`src/design/feature_csr_consts.svh`:
```
// offsets, field positions, reset values and timing counts
`ifndef FEATURE_CSR_CONSTS_SVH
`define FEATURE_CSR_CONSTS_SVH

// byte offsets of each feature word: base + 4 * feature index
`define FEAT_BASE_OFFSET     12'h000
`define FEAT_STRIDE          12'h004
// field positions, bit 0 of the word is its msb (bit 31 in verilog)
`define FLD_PRESENCE         31
`define FLD_ONE_SHOT         26
`define FLD_POWER_ON         25
`define FLD_AUTO_SEL         24
`define FLD_VALUE_MSB        11
`define FLD_VALUE_LSB        0
// reset values of the mode bits and value field
`define RST_POWER_ON         1'b0
`define RST_AUTO_SEL         1'b0
`define RST_ONE_SHOT         1'b0
`define RST_VALUE            12'h000
// off state value forced onto the feature
`define OFF_VALUE            12'h000
// one-shot adjustment time in ns and derived cycles at 100 MHz
`define CLK_PERIOD_NS        10
`define ONE_SHOT_TIME_NS     160
`define ONE_SHOT_CYCLES      (`ONE_SHOT_TIME_NS / `CLK_PERIOD_NS)

`endif

```
`src/design/feature_csr_pkg.sv`:
```
// types shared by the feature control register bank
package feature_csr_pkg;

	// feature operating states
	typedef enum logic [1:0] {
		ST_OFF,
		ST_AUTO,
		ST_MANUAL,
		ST_ONE_SHOT
	} feature_state_t;

	// supported state mask layout, one bit per state
	typedef struct packed {
		logic one_shot;
		logic manual;
		logic auto_ok;
		logic off_ok;
	} support_t;

endpackage

```
`src/design/adjust_if.sv`:
```
// request and answer bundle between the bank and one adjuster
`timescale 1ns/1ps
interface adjust_if #(parameter int VW = 12);
	logic          run;
	logic          start;
	logic [VW-1:0] target;
	logic [VW-1:0] seed;
	logic [VW-1:0] level;
	logic          done;
	modport bank (output run, output start, output target, output seed,
		input level, input done);
	modport adj (input run, input start, input target, input seed,
		output level, output done);
endinterface

```
`src/design/feature_adjuster.sv`:
```
// automatic adjustment engine for one feature value
`timescale 1ns/1ps
`include "feature_csr_consts.svh"
module feature_adjuster
	import feature_csr_pkg::*;
#(
	parameter int VW = 12
) (
	input  wire logic clk,
	input  wire logic rst_b,
	adjust_if.adj     port_a
);

	typedef struct packed {
		logic [VW-1:0] level;
		logic [7:0]    count;
		logic          busy;
		logic          done;
	} adj_state_t;

	adj_state_t st_reg;
	adj_state_t st_next;

	// the settle counter is only eight bits wide
	if (VW < 1 || `ONE_SHOT_CYCLES < 1 ||
		`ONE_SHOT_CYCLES > 255) begin : g_bad
		$error("adjuster parameters out of range");
	end

	// step the level one unit toward target each cycle while running
	always_comb begin
		st_next = st_reg;
		st_next.done = 1'b0;
		if (port_a.start) begin
			st_next.level = port_a.seed;
			st_next.count = 8'(`ONE_SHOT_CYCLES);
			st_next.busy  = 1'b1;
		end else if (port_a.run || st_reg.busy) begin
			if (st_reg.level < port_a.target)
				st_next.level = st_reg.level + VW'(1);
			else if (st_reg.level > port_a.target)
				st_next.level = st_reg.level - VW'(1);
			if (st_reg.busy) begin
				st_next.count = st_reg.count - 8'h01;
				// a one-shot ends after a fixed settle time
				if (st_reg.count == 8'h01) begin
					st_next.busy = 1'b0;
					st_next.done = 1'b1;
				end
			end
		end else begin
			st_next.level = port_a.seed; // track the held value when idle
		end
	end

	always_ff @(posedge clk or negedge rst_b) begin
		if (!rst_b)
			st_reg <= '0;
		else
			st_reg <= st_next;
	end

	assign port_a.level = st_reg.level;
	assign port_a.done  = st_reg.done;

endmodule

```
`src/design/feature_mode_control_csr.sv`:
```
// apb register bank of per-feature mode and value control words
//
// Local design decisions: the register addresses and register access over APB.
`timescale 1ns/1ps
`include "feature_csr_consts.svh"
// How it works
// - each feature word is 32 bits, msb-first numbering
// - power-on, one-shot, auto select mode bits
// - power off holds fixed value, ignores control
// - power on plus auto adjusts continuously
// - manual state uses software written value
// - one-shot adjusts once, self-clears, stays manual
// - value writes accepted only in manual state
// - presence set means value shows real setting
// - each feature supports its own state subset
module feature_mode_control_csr
	import feature_csr_pkg::*;
#(
	parameter int          NFEAT   = 4,
	parameter int          VW      = 12,
	parameter logic [NFEAT*4-1:0] SUPPORT = '1,
	parameter logic [NFEAT-1:0]   PRESENT = '1
) (
	input  wire logic                  clk,
	input  wire logic                  rst_b,
	input  wire logic                  psel,
	input  wire logic                  penable,
	input  wire logic                  pwrite,
	input  wire logic [11:0]           paddr,
	input  wire logic [31:0]           pwdata,
	output logic      [31:0]           prdata,
	output logic                       pready,
	output logic                       pslverr,
	input  wire logic [NFEAT*VW-1:0]   auto_target,
	output logic      [NFEAT*VW-1:0]   feature_value,
	output logic      [NFEAT*2-1:0]    feature_state
);

	// refuse sizes the ten-bit word index and value field cannot hold
	if (NFEAT < 1 || NFEAT > 1024 || VW < 1 || VW > 12) begin : g_bad
		$error("feature bank parameters out of range");
	end

	typedef struct packed {
		logic          power_on;
		logic          auto_sel;
		logic          one_shot;
		logic [VW-1:0] value;
	} feat_t;

	typedef struct packed {
		feat_t [NFEAT-1:0] feat;
		logic [31:0]       rdata;
	} bank_t;

	bank_t bank_reg;
	bank_t bank_next;

	logic [NFEAT-1:0]    adj_done;
	logic [VW-1:0]       adj_level [NFEAT];
	logic                access;
	logic                addr_ok;
	logic [9:0]          idx;

	// apb access phase completes in one cycle, pready is always high
	assign access  = psel && penable;
	assign idx     = paddr[11:2];
	assign addr_ok = (paddr[1:0] == 2'b00) && (int'(idx) < NFEAT);
	assign pready  = 1'b1;
	assign prdata  = bank_reg.rdata;
	assign pslverr = access && !addr_ok;

	// one adjuster per feature, driven by the mode bits
	genvar g;
	generate
		for (g = 0; g < NFEAT; g++) begin : gen_feat
			adjust_if #(.VW(VW)) a_if ();
			feature_state_t st;
			support_t       sup;
			assign sup = support_t'(SUPPORT[g*4 +: 4]);
			always_comb begin
				if (!bank_reg.feat[g].power_on)
					st = ST_OFF;
				else if (bank_reg.feat[g].auto_sel)
					st = ST_AUTO;
				else if (bank_reg.feat[g].one_shot)
					st = ST_ONE_SHOT;
				else
					st = ST_MANUAL;
			end
			assign a_if.run    = (st == ST_AUTO);
			assign a_if.start  = access && pwrite && addr_ok &&
				(int'(idx) == g) && pwdata[`FLD_POWER_ON] &&
				!pwdata[`FLD_AUTO_SEL] && pwdata[`FLD_ONE_SHOT] &&
				sup.one_shot && !bank_reg.feat[g].one_shot;
			assign a_if.target = auto_target[g*VW +: VW];
			assign a_if.seed   = bank_reg.feat[g].value;
			assign adj_done[g]  = a_if.done;
			assign adj_level[g] = a_if.level;
			assign feature_state[g*2 +: 2] = st;
			// off forces the fixed value onto the feature
			assign feature_value[g*VW +: VW] = (st == ST_OFF) ?
				VW'(`OFF_VALUE) : bank_reg.feat[g].value;
			feature_adjuster #(.VW(VW)) u_adj (
				.clk    (clk),
				.rst_b  (rst_b),
				.port_a (a_if.adj)
			);
		end
	endgenerate

	// register update: writes, autonomous value tracking, read capture
	always_comb begin
		logic [31:0] w;
		logic [31:0] r;
		support_t    s;
		logic        manual;
		w = pwdata;
		r = 32'h0000_0000;
		s = support_t'(4'h0);
		manual = 1'b0;
		bank_next = bank_reg;
		for (int i = 0; i < NFEAT; i++) begin
			s = support_t'(SUPPORT[i*4 +: 4]);
			manual = bank_reg.feat[i].power_on &&
				!bank_reg.feat[i].auto_sel && !bank_reg.feat[i].one_shot;
			// automatic results land in the value field so reads are real
			if (bank_reg.feat[i].power_on &&
				(bank_reg.feat[i].auto_sel || bank_reg.feat[i].one_shot))
				bank_next.feat[i].value = adj_level[i];
			if (adj_done[i])
				bank_next.feat[i].one_shot = 1'b0;
			if (access && pwrite && addr_ok && int'(idx) == i) begin
				// power-off, auto and one-shot writes only accepted where that state is supported
				if (w[`FLD_POWER_ON] ? 1'b1 : s.off_ok)
					bank_next.feat[i].power_on = w[`FLD_POWER_ON];
				if (!w[`FLD_AUTO_SEL] || s.auto_ok)
					bank_next.feat[i].auto_sel = w[`FLD_AUTO_SEL];
				// one-shot only arms from manual; an arming write wins over the hardware clear
				if (w[`FLD_ONE_SHOT] && s.one_shot && manual &&
					w[`FLD_POWER_ON] && !w[`FLD_AUTO_SEL])
					bank_next.feat[i].one_shot = 1'b1;
				if (manual && s.manual)
					bank_next.feat[i].value =
						w[`FLD_VALUE_LSB +: VW];
			end
		end
		// read word captured in the setup cycle so it stands at the
		// access edge; in auto it may lag the live value by one step
		if (psel && !penable && !pwrite && addr_ok) begin
			for (int i = 0; i < NFEAT; i++) begin
				if (int'(idx) == i) begin
					r[`FLD_PRESENCE] = PRESENT[i];
					r[`FLD_ONE_SHOT] = bank_reg.feat[i].one_shot;
					r[`FLD_POWER_ON] = bank_reg.feat[i].power_on;
					r[`FLD_AUTO_SEL] = bank_reg.feat[i].auto_sel;
					r[`FLD_VALUE_LSB +: VW] = (!bank_reg.feat[i].power_on) ?
						VW'(`OFF_VALUE) : bank_reg.feat[i].value;
				end
			end
		end
		bank_next.rdata = r;
	end

	always_ff @(posedge clk or negedge rst_b) begin
		if (!rst_b)
			bank_reg <= '0;
		else
			bank_reg <= bank_next;
	end

endmodule

```
`config.mk`:
```
export PLATFORM = sky130hd
export DESIGN_NAME = feature_mode_control_csr
export DESIGN_NICKNAME = d
export VERILOG_FILES = /design/src/design/feature_csr_pkg.sv /design/src/design/adjust_if.sv /design/src/design/feature_adjuster.sv /design/src/design/feature_mode_control_csr.sv
export VERILOG_INCLUDE_DIRS = /design/src /design/src/design
export SDC_FILE = /design/constraint.sdc
export NUM_CORES = 1
export LEC_CHECK = 0
export ABC_AREA = 1
export ABC_CLOCK_PERIOD_IN_PS = 7300
export BUFFER_PORTS_ARGS = -buffer_cell sky130_fd_sc_hd__buf_4
export CAP_MARGIN = 20
export CORE_MARGIN = 10
export CORE_UTILIZATION = 47
export CTS_BUF_LIST = sky130_fd_sc_hd__clkbuf_4
export DETAILED_ROUTE_END_ITERATION = 16
export PLACE_DENSITY = 0.68
export SLEW_MARGIN = 30
export SYNTH_ARGS = -nofsm -noshare
export SYNTH_HDL_FRONTEND = slang
export SYNTH_SLANG_ARGS = --single-unit
```
`constraint.sdc`:
```
create_clock -name clk -period 7.3 [get_ports clk]
set_clock_uncertainty 0.05 [all_clocks]
set_input_delay 0.365 -clock clk [delete_from_list [all_inputs] [get_ports clk]]
set_output_delay 0.365 -clock clk [all_outputs]
set_load 0.02 [all_outputs]
```
# == After elaboration in Yosys (flattened, before gate mapping) ==
# Index checks and enable logic that the tools add are counted.
# word_totals
in_bits,97
memories,0
latch_bits,0
romBits,0
output_inout_bits,90
mem_bits_rw,0
register_bits,164
# op_classes
n_mul,0
div_mod_pow,0
n_addsub,12
n_reduce_logical,90
muxes,87
shift,0
eq_ne,15
n_bitwise,0
magnitude_cmp,9
# ops
cell,n
$mux 12,33
$mux 21,4
$mux 10,8
$logic_and 1x1->1,52
$mux 13,4
$add 12x1->12 const B,4
$gt 12x12->1,4
$lt 12x12->1,4
$sub 12x1->12 const B,4
$eq 8x1->1 const B,4
$sub 8x1->8 const B,4
$mux 2,12
$mux 1,21
$eq 10x3->1 const B,2
$ne 4x4->1 const B,4
$reduce_bool 2->1,8
$mux 3,5
$logic_not 1->1,12
$eq 10x2->1 const B,1
$logic_not 10->1,1
$logic_not 2->1,5
$lt 10x3->1 const B,1
$eq 2x1->1 const B,4
$logic_or 1x1->1,8
$reduce_and 2->1,4

# == Depth between registers and ports, before layout ==
# Gate-level depths: netlist of run 1.
# logic_depth
word_depth,10
ltp_mapped,22

# == Hierarchy ==
# Synthesis of run 1 repeated with hierarchy kept, for this count alone.
# hier_totals
cells_unflattened,2052
area_unflattened_um2,13681.9
# by_module_without_submodules
mod,area_each_um2,cells_per_inst,instances
feature_mode_control_csr,5180.0,798,1
feature_adjuster (gen_feat[1].u_adj ...),2118.3,313,2
feature_adjuster (gen_feat[3].u_adj),2138.3,315,1
feature_adjuster (gen_feat[0].u_adj),2127.0,313,1

# == Least setup slack after synthesis of run 1 ==
# Ideal clock, no wire load.
# synth_path
path_type,reg2reg
start,"register gen_feat[0].u_adj.st_reg, in the netlist gen_feat[0].u_adj.port_a.level[11]"
end,"register gen_feat[0].u_adj.st_reg, in the netlist gen_feat[0].u_adj.port_a.level[9]"
required_time_ps,7126
setup_ps,124
setup_slack_ps,4401
synth_period_minus_slack_ps,2899
arrival_ps,2725
path_buffers,0
stages_incl_launch_ff,18
cell_sequence,dfrtp_1 ha_1 nand2_1 inv_1 nand2_1 nor2_1 nand2_1 nand3_1 ha_1 nand2_1 o21ai_0 inv_1 o21bai_1 nand2_1 nand3_1 nand2_1 nand2_1 nand3_1
# synth_via
elab_chain_len,4
# synth_rtl
item,line,text
from (decl),feature_adjuster.sv:21,adj_state_t st_reg;
from (signal assigned),feature_adjuster.sv:60,st_reg <= st_next;
$lt 12x12->1,feature_adjuster.sv:39,if (st_reg.level < port_a.target)
$mux 12,feature_adjuster.sv:39,
$mux 12,feature_adjuster.sv:38,end else if (port_a.run || st_reg.busy) begin
$mux 21,feature_adjuster.sv:34,if (port_a.start) begin
# Parallel ways exist; a longest one is shown, timed or not.
# A chain may end at the register's enable or synchronous reset.

# == Worst setup path in the final report of run 1 ==
# layout_path
start,"register gen_feat[0].u_adj.st_reg, in the netlist gen_feat[0].u_adj.port_a.level[10]"
end,"register gen_feat[0].u_adj.st_reg, in the netlist gen_feat[0].u_adj.port_a.level[9]"
# The elaborated chain is that of the path after synthesis.

==> results of run 1 <==
cells in the mapped netlist (10+ instances only):
library cell  number  area share
a21oi_1           61       0.024
a221oi_1          14      0.0096
buf_2             11      0.0043
buf_4             35       0.020
dfrtp_1          164        0.32
ha_1              96       0.094
inv_1            285       0.083
mux2_2            30       0.026
mux2_4            19       0.022
nand2_1          456        0.13
nand3_1           91       0.036
nand4_1           15      0.0073
nor2_1           165       0.048
nor3_1            12      0.0047
o21ai_0           84       0.033
o21ai_1           10      0.0039
xnor2_1           22       0.015
xor2_1            18       0.012
worst reg2reg max path: stages (launching register included):
cell and delay (ns):
dfrtp_1 0.49, ha_1 0.30, nand2_1 0.08, inv_1 0.04, nand2_1 0.10, nor2_1 0.07, nand2_1 0.08, nand3_1 0.45
ha_1 0.60, nand2_1 0.06, o21ai_0 0.50, inv_1 0.09, o21bai_1 0.24, nand2_1 0.12, nand3_1 0.08, nand2_1 0.06
nand2_1 0.05, nand3_1 0.06
final cells by class:
cell class | instances | area [sq um]
flip-flops and latches | 164 | 4100
clock inverters | 14 | 151
multi-input cells | 1220 | 7220
well taps | 341 | 427
inverters | 292 | 1100
diodes | 1 | 2.50
clock buffers | 17 | 128
repair buffers | 166 | 1270
fillers | 2708 | 12500
cell families (layout without fill, tap and decap cells):
logic type      Yosys count  after routing  share of synthesized area
fa+ha+maj               100            100                      0.100
mux                      51             51                     0.0504
buf+inv                 358            489                      0.123
flops                   164            164                      0.320
compound gates          217            217                      0.104
other cells               2             18                   0.000586
simple gates            795            795                      0.275
xor+xnor                 40             40                     0.0273
routing by layer:
layer  wire length [um]  global-route usage
met1              16300               0.284
met3               2450              0.0374
met2              17900               0.369
met4               1160              0.0800
met5                  0                   0
worst max-delay path by stage:
stage	start	endpoint	cells after the start
final	gen_feat[0].u_adj.port_a.level[10]$_DFFE_PN0P_	gen_feat[0].u_adj.port_a.level[9]$_DFFE_PN0P_	17
after global routing	gen_feat[0].u_adj.port_a.level[11]$_DFFE_PN0P_	gen_feat[0].u_adj.port_a.level[9]$_DFFE_PN0P_	18
after CTS	gen_feat[0].u_adj.port_a.level[10]$_DFFE_PN0P_	gen_feat[0].u_adj.port_a.level[9]$_DFFE_PN0P_	17
after detailed placement	auto_target[11]	gen_feat[0].u_adj.port_a.level[9]$_DFFE_PN0P_	19
after global placement	auto_target[11]	gen_feat[0].u_adj.port_a.level[9]$_DFFE_PN0P_	19
after floorplan	gen_feat[0].u_adj.port_a.level[11]$_DFFE_PN0P_	gen_feat[0].u_adj.port_a.level[9]$_DFFE_PN0P_	17
power by group:
part | internal [mW] | switching (mW) | total (mW)
clock | 0.206 | 0.354 | 0.559
sequential | 1.17 | 0.312 | 1.48
combinational | 1.47 | 2.19 | 3.67
stage by stage:
| stage | power, mW | utilization | hold WS, ns |
|---|---|---|---|
| finish | 5.71 | 0.536 | 0.0300 |
| floorplan | 4.16 | - | 0.0194 |
| global placement | 5.07 | 0.521 | 0.322 |
| CTS | 5.71 | 0.536 | 0.00175 |
| detailed placement | 5.13 | 0.521 | 0.324 |
| global route | 6.36 | 0.536 | 0.00493 |
==> flow_metrics.py, run 1 <==
metrics = {
    "global_routing": {
        "grt_overflow": 0,
        "antenna_found_initial": 1,
        "grt_max_degree": 63,
        "grt_pass1_wl_mm": 60.1,
        "grt_usage": 0.222,
        "grt_pass1_vias": 11200,
    },
    "worst_hold_path": {
        "worstHoldPathCells": 3,
        "worstHoldEndpoint": "gen_feat[1].a_if.seed[0]$_DFF_PN0_",
        "min_path_type": "input port to flip-flop",
        "min_from": "pwdata[0]",
    },
    "place": {
        "portBuffers": 152,
        "place_inst": 2173,
        "place_congestion": 0.940,
        "post-place-ws_ns": 3.73,
        "placed_cell_area_sq_mm": 0.0140,
        "dp_hpwl_mm": 30.1,
    },
    "setup_path": {
        "startpoint_type": "flip-flop",
        "crit_top_cell": "nand2_1",
        "critPathBufInv": 2,
        "timing.reg2reg.worst_path_depth": 17,
        "worst_ep_required_time_ns": 7.74,
        "crit_type": "flip-flop to flip-flop",
        "r2r_slack_ns": 3.67,
        "cp.arrival_ns": 4.07,
        "crit_chain": "ha_1 -> nand2_1 -> inv_1 -> nand2_1 -> nor2_1 -> nand2_1 -> nand3_1 -> ha_1 -> nand2_1 -> o21ai_0 -> inv_1 -> o21bai_1 -> nand2_1 -> nand3_1 -> nand2_1 -> nand2_1 -> nand3_1",
        "worstReg2RegEnd": "gen_feat[0].u_adj.port_a.level[9]$_DFFE_PN0P_",
        "worstPathMaxFanout": 14,
        "worst_path_max_delay_cell": "ha_1",
        "critPathCaptureType": "flip-flop",
        "cp_top_family": "simple AND/OR/NAND/NOR gates",
        "slowest_delay_ns": 0.60,
        "reg2reg_from": "gen_feat[0].u_adj.port_a.level[10]$_DFFE_PN0P_",
    },
    "route": {
        "drt_wl_total_mm": 37.8,
        "drtPass1Iterations": 5,
        "vias_per_cell": 5.22,
        "wl_per_cell_um": 17.1,
        "route.antenna.remaining_nets": 0,
        "drc": 0,
        "drtIter0Drc": 847,
        "vias": 11600,
    },
    "yosys": {
        "ys_warn_count": 0,
        "synth_cell_type_count": 54,
        "postSynthAreaPerCell_sq_um": 7.42,
        "async_reset_ff_frac": 1.00,
        "synth_cells": 1727,
        "ys_seq_elements": 164,
        "synth_edf_count": 0,
        "seq_area_frac_synth": 0.320,
        "synth-main-ff-cell": "dfrtp_1",
        "synth_area_sq_mm": 0.0128,
    },
    "finish": {
        "final_cell_mix": "nand2_1 (456), inv_1 (285), nor2_1 (165)",
        "design_area_sq_mm": 0.0144,
        "instances_no_fill": 2215,
        "layout.nets": 2058,
        "layout_commonest_cell": "nand2_1",
        "drive_gt1_frac": 0.163,
        "areaGrowthSynthToFinish_pct": 12.4,
    },
    "cts": {
        "cts.sinks": 164,
        "clk_path_buf_depth": 2,
        "ctsResizeCount": 0,
        "clockRootBuffer": "clkbuf_4",
        "clk_latency_ns": 0.60,
        "tritoncts": "built",
        "clkSlewWorstSetupHoldPaths_ns": 0.15,
        "cts_max_level": 4,
        "cts_buffers": 17,
        "cts_hold_buf": 10,
        "cts_setup_buffers": 0,
    },
    "sta": {
        "slew_headroom": 0.372,
        "period_share": 0.498,
        "maxSlewViolCount": 0,
        "worst_slack_ns": 3.67,
        "finalCriticalPeriod_ns": 3.63,
        "hold_viol_final": 0,
        "finalSetupViolations": 0,
        "fmax_mhz": 275,
        "worstMarginPinSlew_ns": 0.942,
        "rsz0062_at_grt": "false",
        "fin_setup_tns_ns": 0,
    },
    "floorplan": {
        "fp.dieW_um": 185,
        "rows": 60,
        "dieArea_sq_mm": 0.0343,
        "fp.dieH_um": 185,
        "start_util": 0.477,
        "core-area_sq_mm": 0.0269,
        "io-pin-count": 187,
    },
    "pwr": {
        "powerDensity_mw_per_mm2": 396,
        "p_leak_nw": 7.86,
        "ir_drop_uv": 213,
    },
    "flow_run": {
        "cap_viol_max_count": 0,
    },
    "status": {
        "status": "finished clean",
    },
}
Power figures use the tool's default switching activity.
==> inputs of run 2 (changes only) <==
--- a/config.mk
+++ b/config.mk
@@ -6,8 +6,8 @@
 export SDC_FILE = /design/constraint.sdc
 export NUM_CORES = 1
 export LEC_CHECK = 0
-export ABC_AREA = 1
-export ABC_CLOCK_PERIOD_IN_PS = 7300
+export ABC_AREA = 0
+export ABC_CLOCK_PERIOD_IN_PS = 3370
 export BUFFER_PORTS_ARGS = -buffer_cell sky130_fd_sc_hd__buf_4
 export CAP_MARGIN = 20
 export CORE_MARGIN = 10
==> constraint.sdc (replaced) <==
create_clock -name clk -period 3.37 [get_ports clk]
set_clock_uncertainty 0.05 [all_clocks]
set_input_delay 0.1685 -clock clk [delete_from_list [all_inputs] [get_ports clk]]
set_output_delay 0.1685 -clock clk [all_outputs]
set_load 0.02 [all_outputs]
==> flow_metrics.py, run 2 <==
metrics = {
    "sta": {
        "finalSetupViolations": 6,
        "hold_viol_final": 0,
        "maxSlewViolCount": 0,
        "rsz0062_at_grt": "true",
        "worstMarginPinSlew_ns": 0.875,
        "worst_slack_ns": -0.196,
        "fmax_mhz": 280,
        "finalCriticalPeriod_ns": 3.57,
        "slew_headroom": 0.415,
        "period_share": 1.06,
        "fin_setup_tns_ns": -0.569,
    },
    "yosys": {
        "synth.top_cell.area_share": 0.360,
        "async_reset_ff_frac": 1.00,
        "synth_area_sq_mm": 0.0114,
        "synth_edf_count": 0,
        "synth-main-ff-cell": "dfrtp_1",
        "seq_area_frac_synth": 0.360,
        "ys_warn_count": 0,
        "postSynthAreaPerCell_sq_um": 8.92,
        "synth_common_cells": "dfrtp_1 (164), a21oi_1 (131), nor2_1 (126)",
        "synth_cell_type_count": 62,
        "yosys.cell_count.top_type": "dfrtp_1",
        "synth_cells": 1277,
        "synth.area.top_cells": "dfrtp_1 (36%), ha_1 (11%), mux2i_1 (5.8%)",
        "synth_area_leader_cell": "dfrtp_1",
        "ys_seq_elements": 164,
    },
    "floorplan": {
        "fp.dieH_um": 176,
        "io-pin-count": 187,
        "fp.dieW_um": 176,
        "start_util": 0.481,
        "core-area_sq_mm": 0.0237,
        "dieArea_sq_mm": 0.0309,
        "rows": 56,
    },
    "route": {
        "drtPass1Iterations": 5,
        "drtIter0Drc": 801,
        "vias": 10000,
        "vias_per_cell": 5.46,
        "wl_per_cell_um": 18.3,
        "drt_wl_total_mm": 33.6,
        "route.antenna.remaining_nets": 0,
        "drc": 0,
    },
    "global_routing": {
        "grt_pass1_wl_mm": 52.8,
        "grt_pass1_vias": 10100,
        "grt_max_degree": 80,
        "grt_usage": 0.211,
        "grt_overflow": 0,
        "antenna_found_initial": 1,
    },
    "cts": {
        "clk_path_buf_depth": 2,
        "clk_latency_ns": 0.59,
        "cts_max_level": 4,
        "cts_buffers": 17,
        "tritoncts": "built",
        "cts.sinks": 164,
        "clockRootBuffer": "clkbuf_4",
        "clkSlewWorstSetupHoldPaths_ns": 0.16,
    },
    "place": {
        "portBuffers": 152,
        "placed_cell_area_sq_mm": 0.0132,
        "place_congestion": 0.891,
        "dp_hpwl_mm": 25.2,
        "post-place-ws_ns": -0.179,
        "place_inst": 1769,
    },
    "finish": {
        "layout.nets": 1703,
        "areaGrowthSynthToFinish_pct": 26.8,
        "instances_no_fill": 1838,
        "layout_commonest_cell": "buf_4",
        "fillers": 2031,
        "final_cell_mix": "buf_4 (245), dfrtp_1 (162), nor2_1 (125)",
        "drive_gt1_frac": 0.259,
        "design_area_sq_mm": 0.0144,
    },
    "flow_run": {
        "cap_viol_max_count": 0,
    },
    "worst_hold_path": {
        "worstHoldPathCells": 5,
        "min_path_type": "input port to flip-flop",
    },
    "setup_path": {
        "startpoint_type": "flip-flop",
        "worst_path_max_delay_cell": "dfrtp_1",
        "critPathCaptureType": "flip-flop",
        "slowest_delay_ns": 0.42,
        "r2r_slack_ns": -0.20,
        "cp.arrival_ns": 4.05,
        "worst_ep_required_time_ns": 3.85,
        "timing.reg2reg.worst_path_depth": 13,
        "worstPathMaxFanout": 8,
        "crit_chain": "ha_1 -> and3_4 -> a221o_1 -> a221oi_4 -> nand2_4 -> ha_4 -> or3_4 -> a211oi_4 -> o31ai_1 -> a21oi_1 -> mux2_4 -> xor2_2 -> o21ai_2",
        "crit_type": "flip-flop to flip-flop",
    },
    "pwr": {
        "powerDensity_mw_per_mm2": 912,
        "p_leak_nw": 6.90,
        "ir_drop_uv": 457,
    },
    "status": {
        "status": "finished with violations",
        "violations": "setup timing",
    },
}
[run 2: through the flow]
step	power, mW	hold WS [ns]	util
2_1_floorplan	8.00	-0.177	-
3_3_place_gp	10.0	0.207	0.558
3_5_place_dp	10.3	0.212	0.558
4_1_cts	11.8	0.0415	0.584
5_1_grt	14.4	0.0645	0.610
6_report	13.2	0.0834	0.610
[run 2: path summary, 6_finish.rpt]
kind                                                          startpoint                                        endpoint
max in group asynchronous                                          rst_b   gen_feat[2].u_adj.port_a.level[0]$_DFFE_PN0P_
min in group asynchronous                                          rst_b         gen_feat[0].u_adj.st_reg[8]$_DFFE_PN0P_
setup reg to reg           gen_feat[0].u_adj.port_a.level[5]$_DFFE_PN0P_  gen_feat[0].u_adj.port_a.level[11]$_DFFE_PN0P_
hold / removal                                                   penable                             prdata[0]$_DFF_PN0_
hold reg to reg                  gen_feat[2].u_adj.port_a.done$_DFF_PN0_                          bank_reg[74]$_DFF_PN0_
setup / recovery           gen_feat[0].u_adj.port_a.level[5]$_DFFE_PN0P_  gen_feat[0].u_adj.port_a.level[11]$_DFFE_PN0P_
[run 2: final cells by class]
type / instances / area (sq um) / share of cell area
diodes: 1 / 2.50 / 0.000173
clock buffers: 19 / 143 / 0.00988
clock inverters: 12 / 158 / 0.0109
inverters: 77 / 289 / 0.0200
multi-input cells: 974 / 7210 / 0.499
flip-flops and latches: 164 / 4110 / 0.284
well taps: 319 / 399 / 0.0276
repair buffers: 272 / 2130 / 0.148
[run 2: timing repair]
item,CTS,global route
endpoints found under the setup margin,8,24
hold endpoints to repair,139,0
pin swaps,10,52
hold buffers,19,0
gates resized for setup,20,77
setup buffers,1,18
[run 2: kinds of logic (layout without fill, tap and decap cells)]
group	count (synthesis)	after routing	synth area share
AO/OA/AOI/OAI	304	304	0.162
XOR/XNOR	64	64	0.0492
adder cells (fa/ha/maj)	100	100	0.112
buffers and inverters	154	380	0.0642
flip-flops	164	164	0.360
multiplexers	87	87	0.0788
other	2	18	0.000659
AND/OR/NAND/NOR	402	402	0.172
[run 2: layer usage]
metal | track usage | share of wire
met3 | 0.0508 | 0.069
met4 | 0.0608 | 0.025
met1 | 0.278 | 0.44
met2 | 0.337 | 0.47
met5 | 0 | 0
[run 2: power by group]
part	total (mW)	leakage [nW]	internal [mW]	switching (mW)
clock	1.26	0.157	0.529	0.727
sequential	2.76	1.79	2.38	0.382
combinational	9.15	4.95	4.75	4.40
total	13.2	6.90	7.66	5.51
[run 2: critical path: cells and delay by family (launching register included)]
| kind | cells | cell delay (ns) |
|---|---|---|
| AO/OA/AOI/OAI | 6 | 1.30 |
| AND/OR/NAND/NOR | 3 | 0.79 |
| adder cells (fa/ha/maj) | 2 | 0.48 |
| flip-flops | 1 | 0.42 |
| multiplexers | 1 | 0.33 |
| XOR/XNOR | 1 | 0.15 |
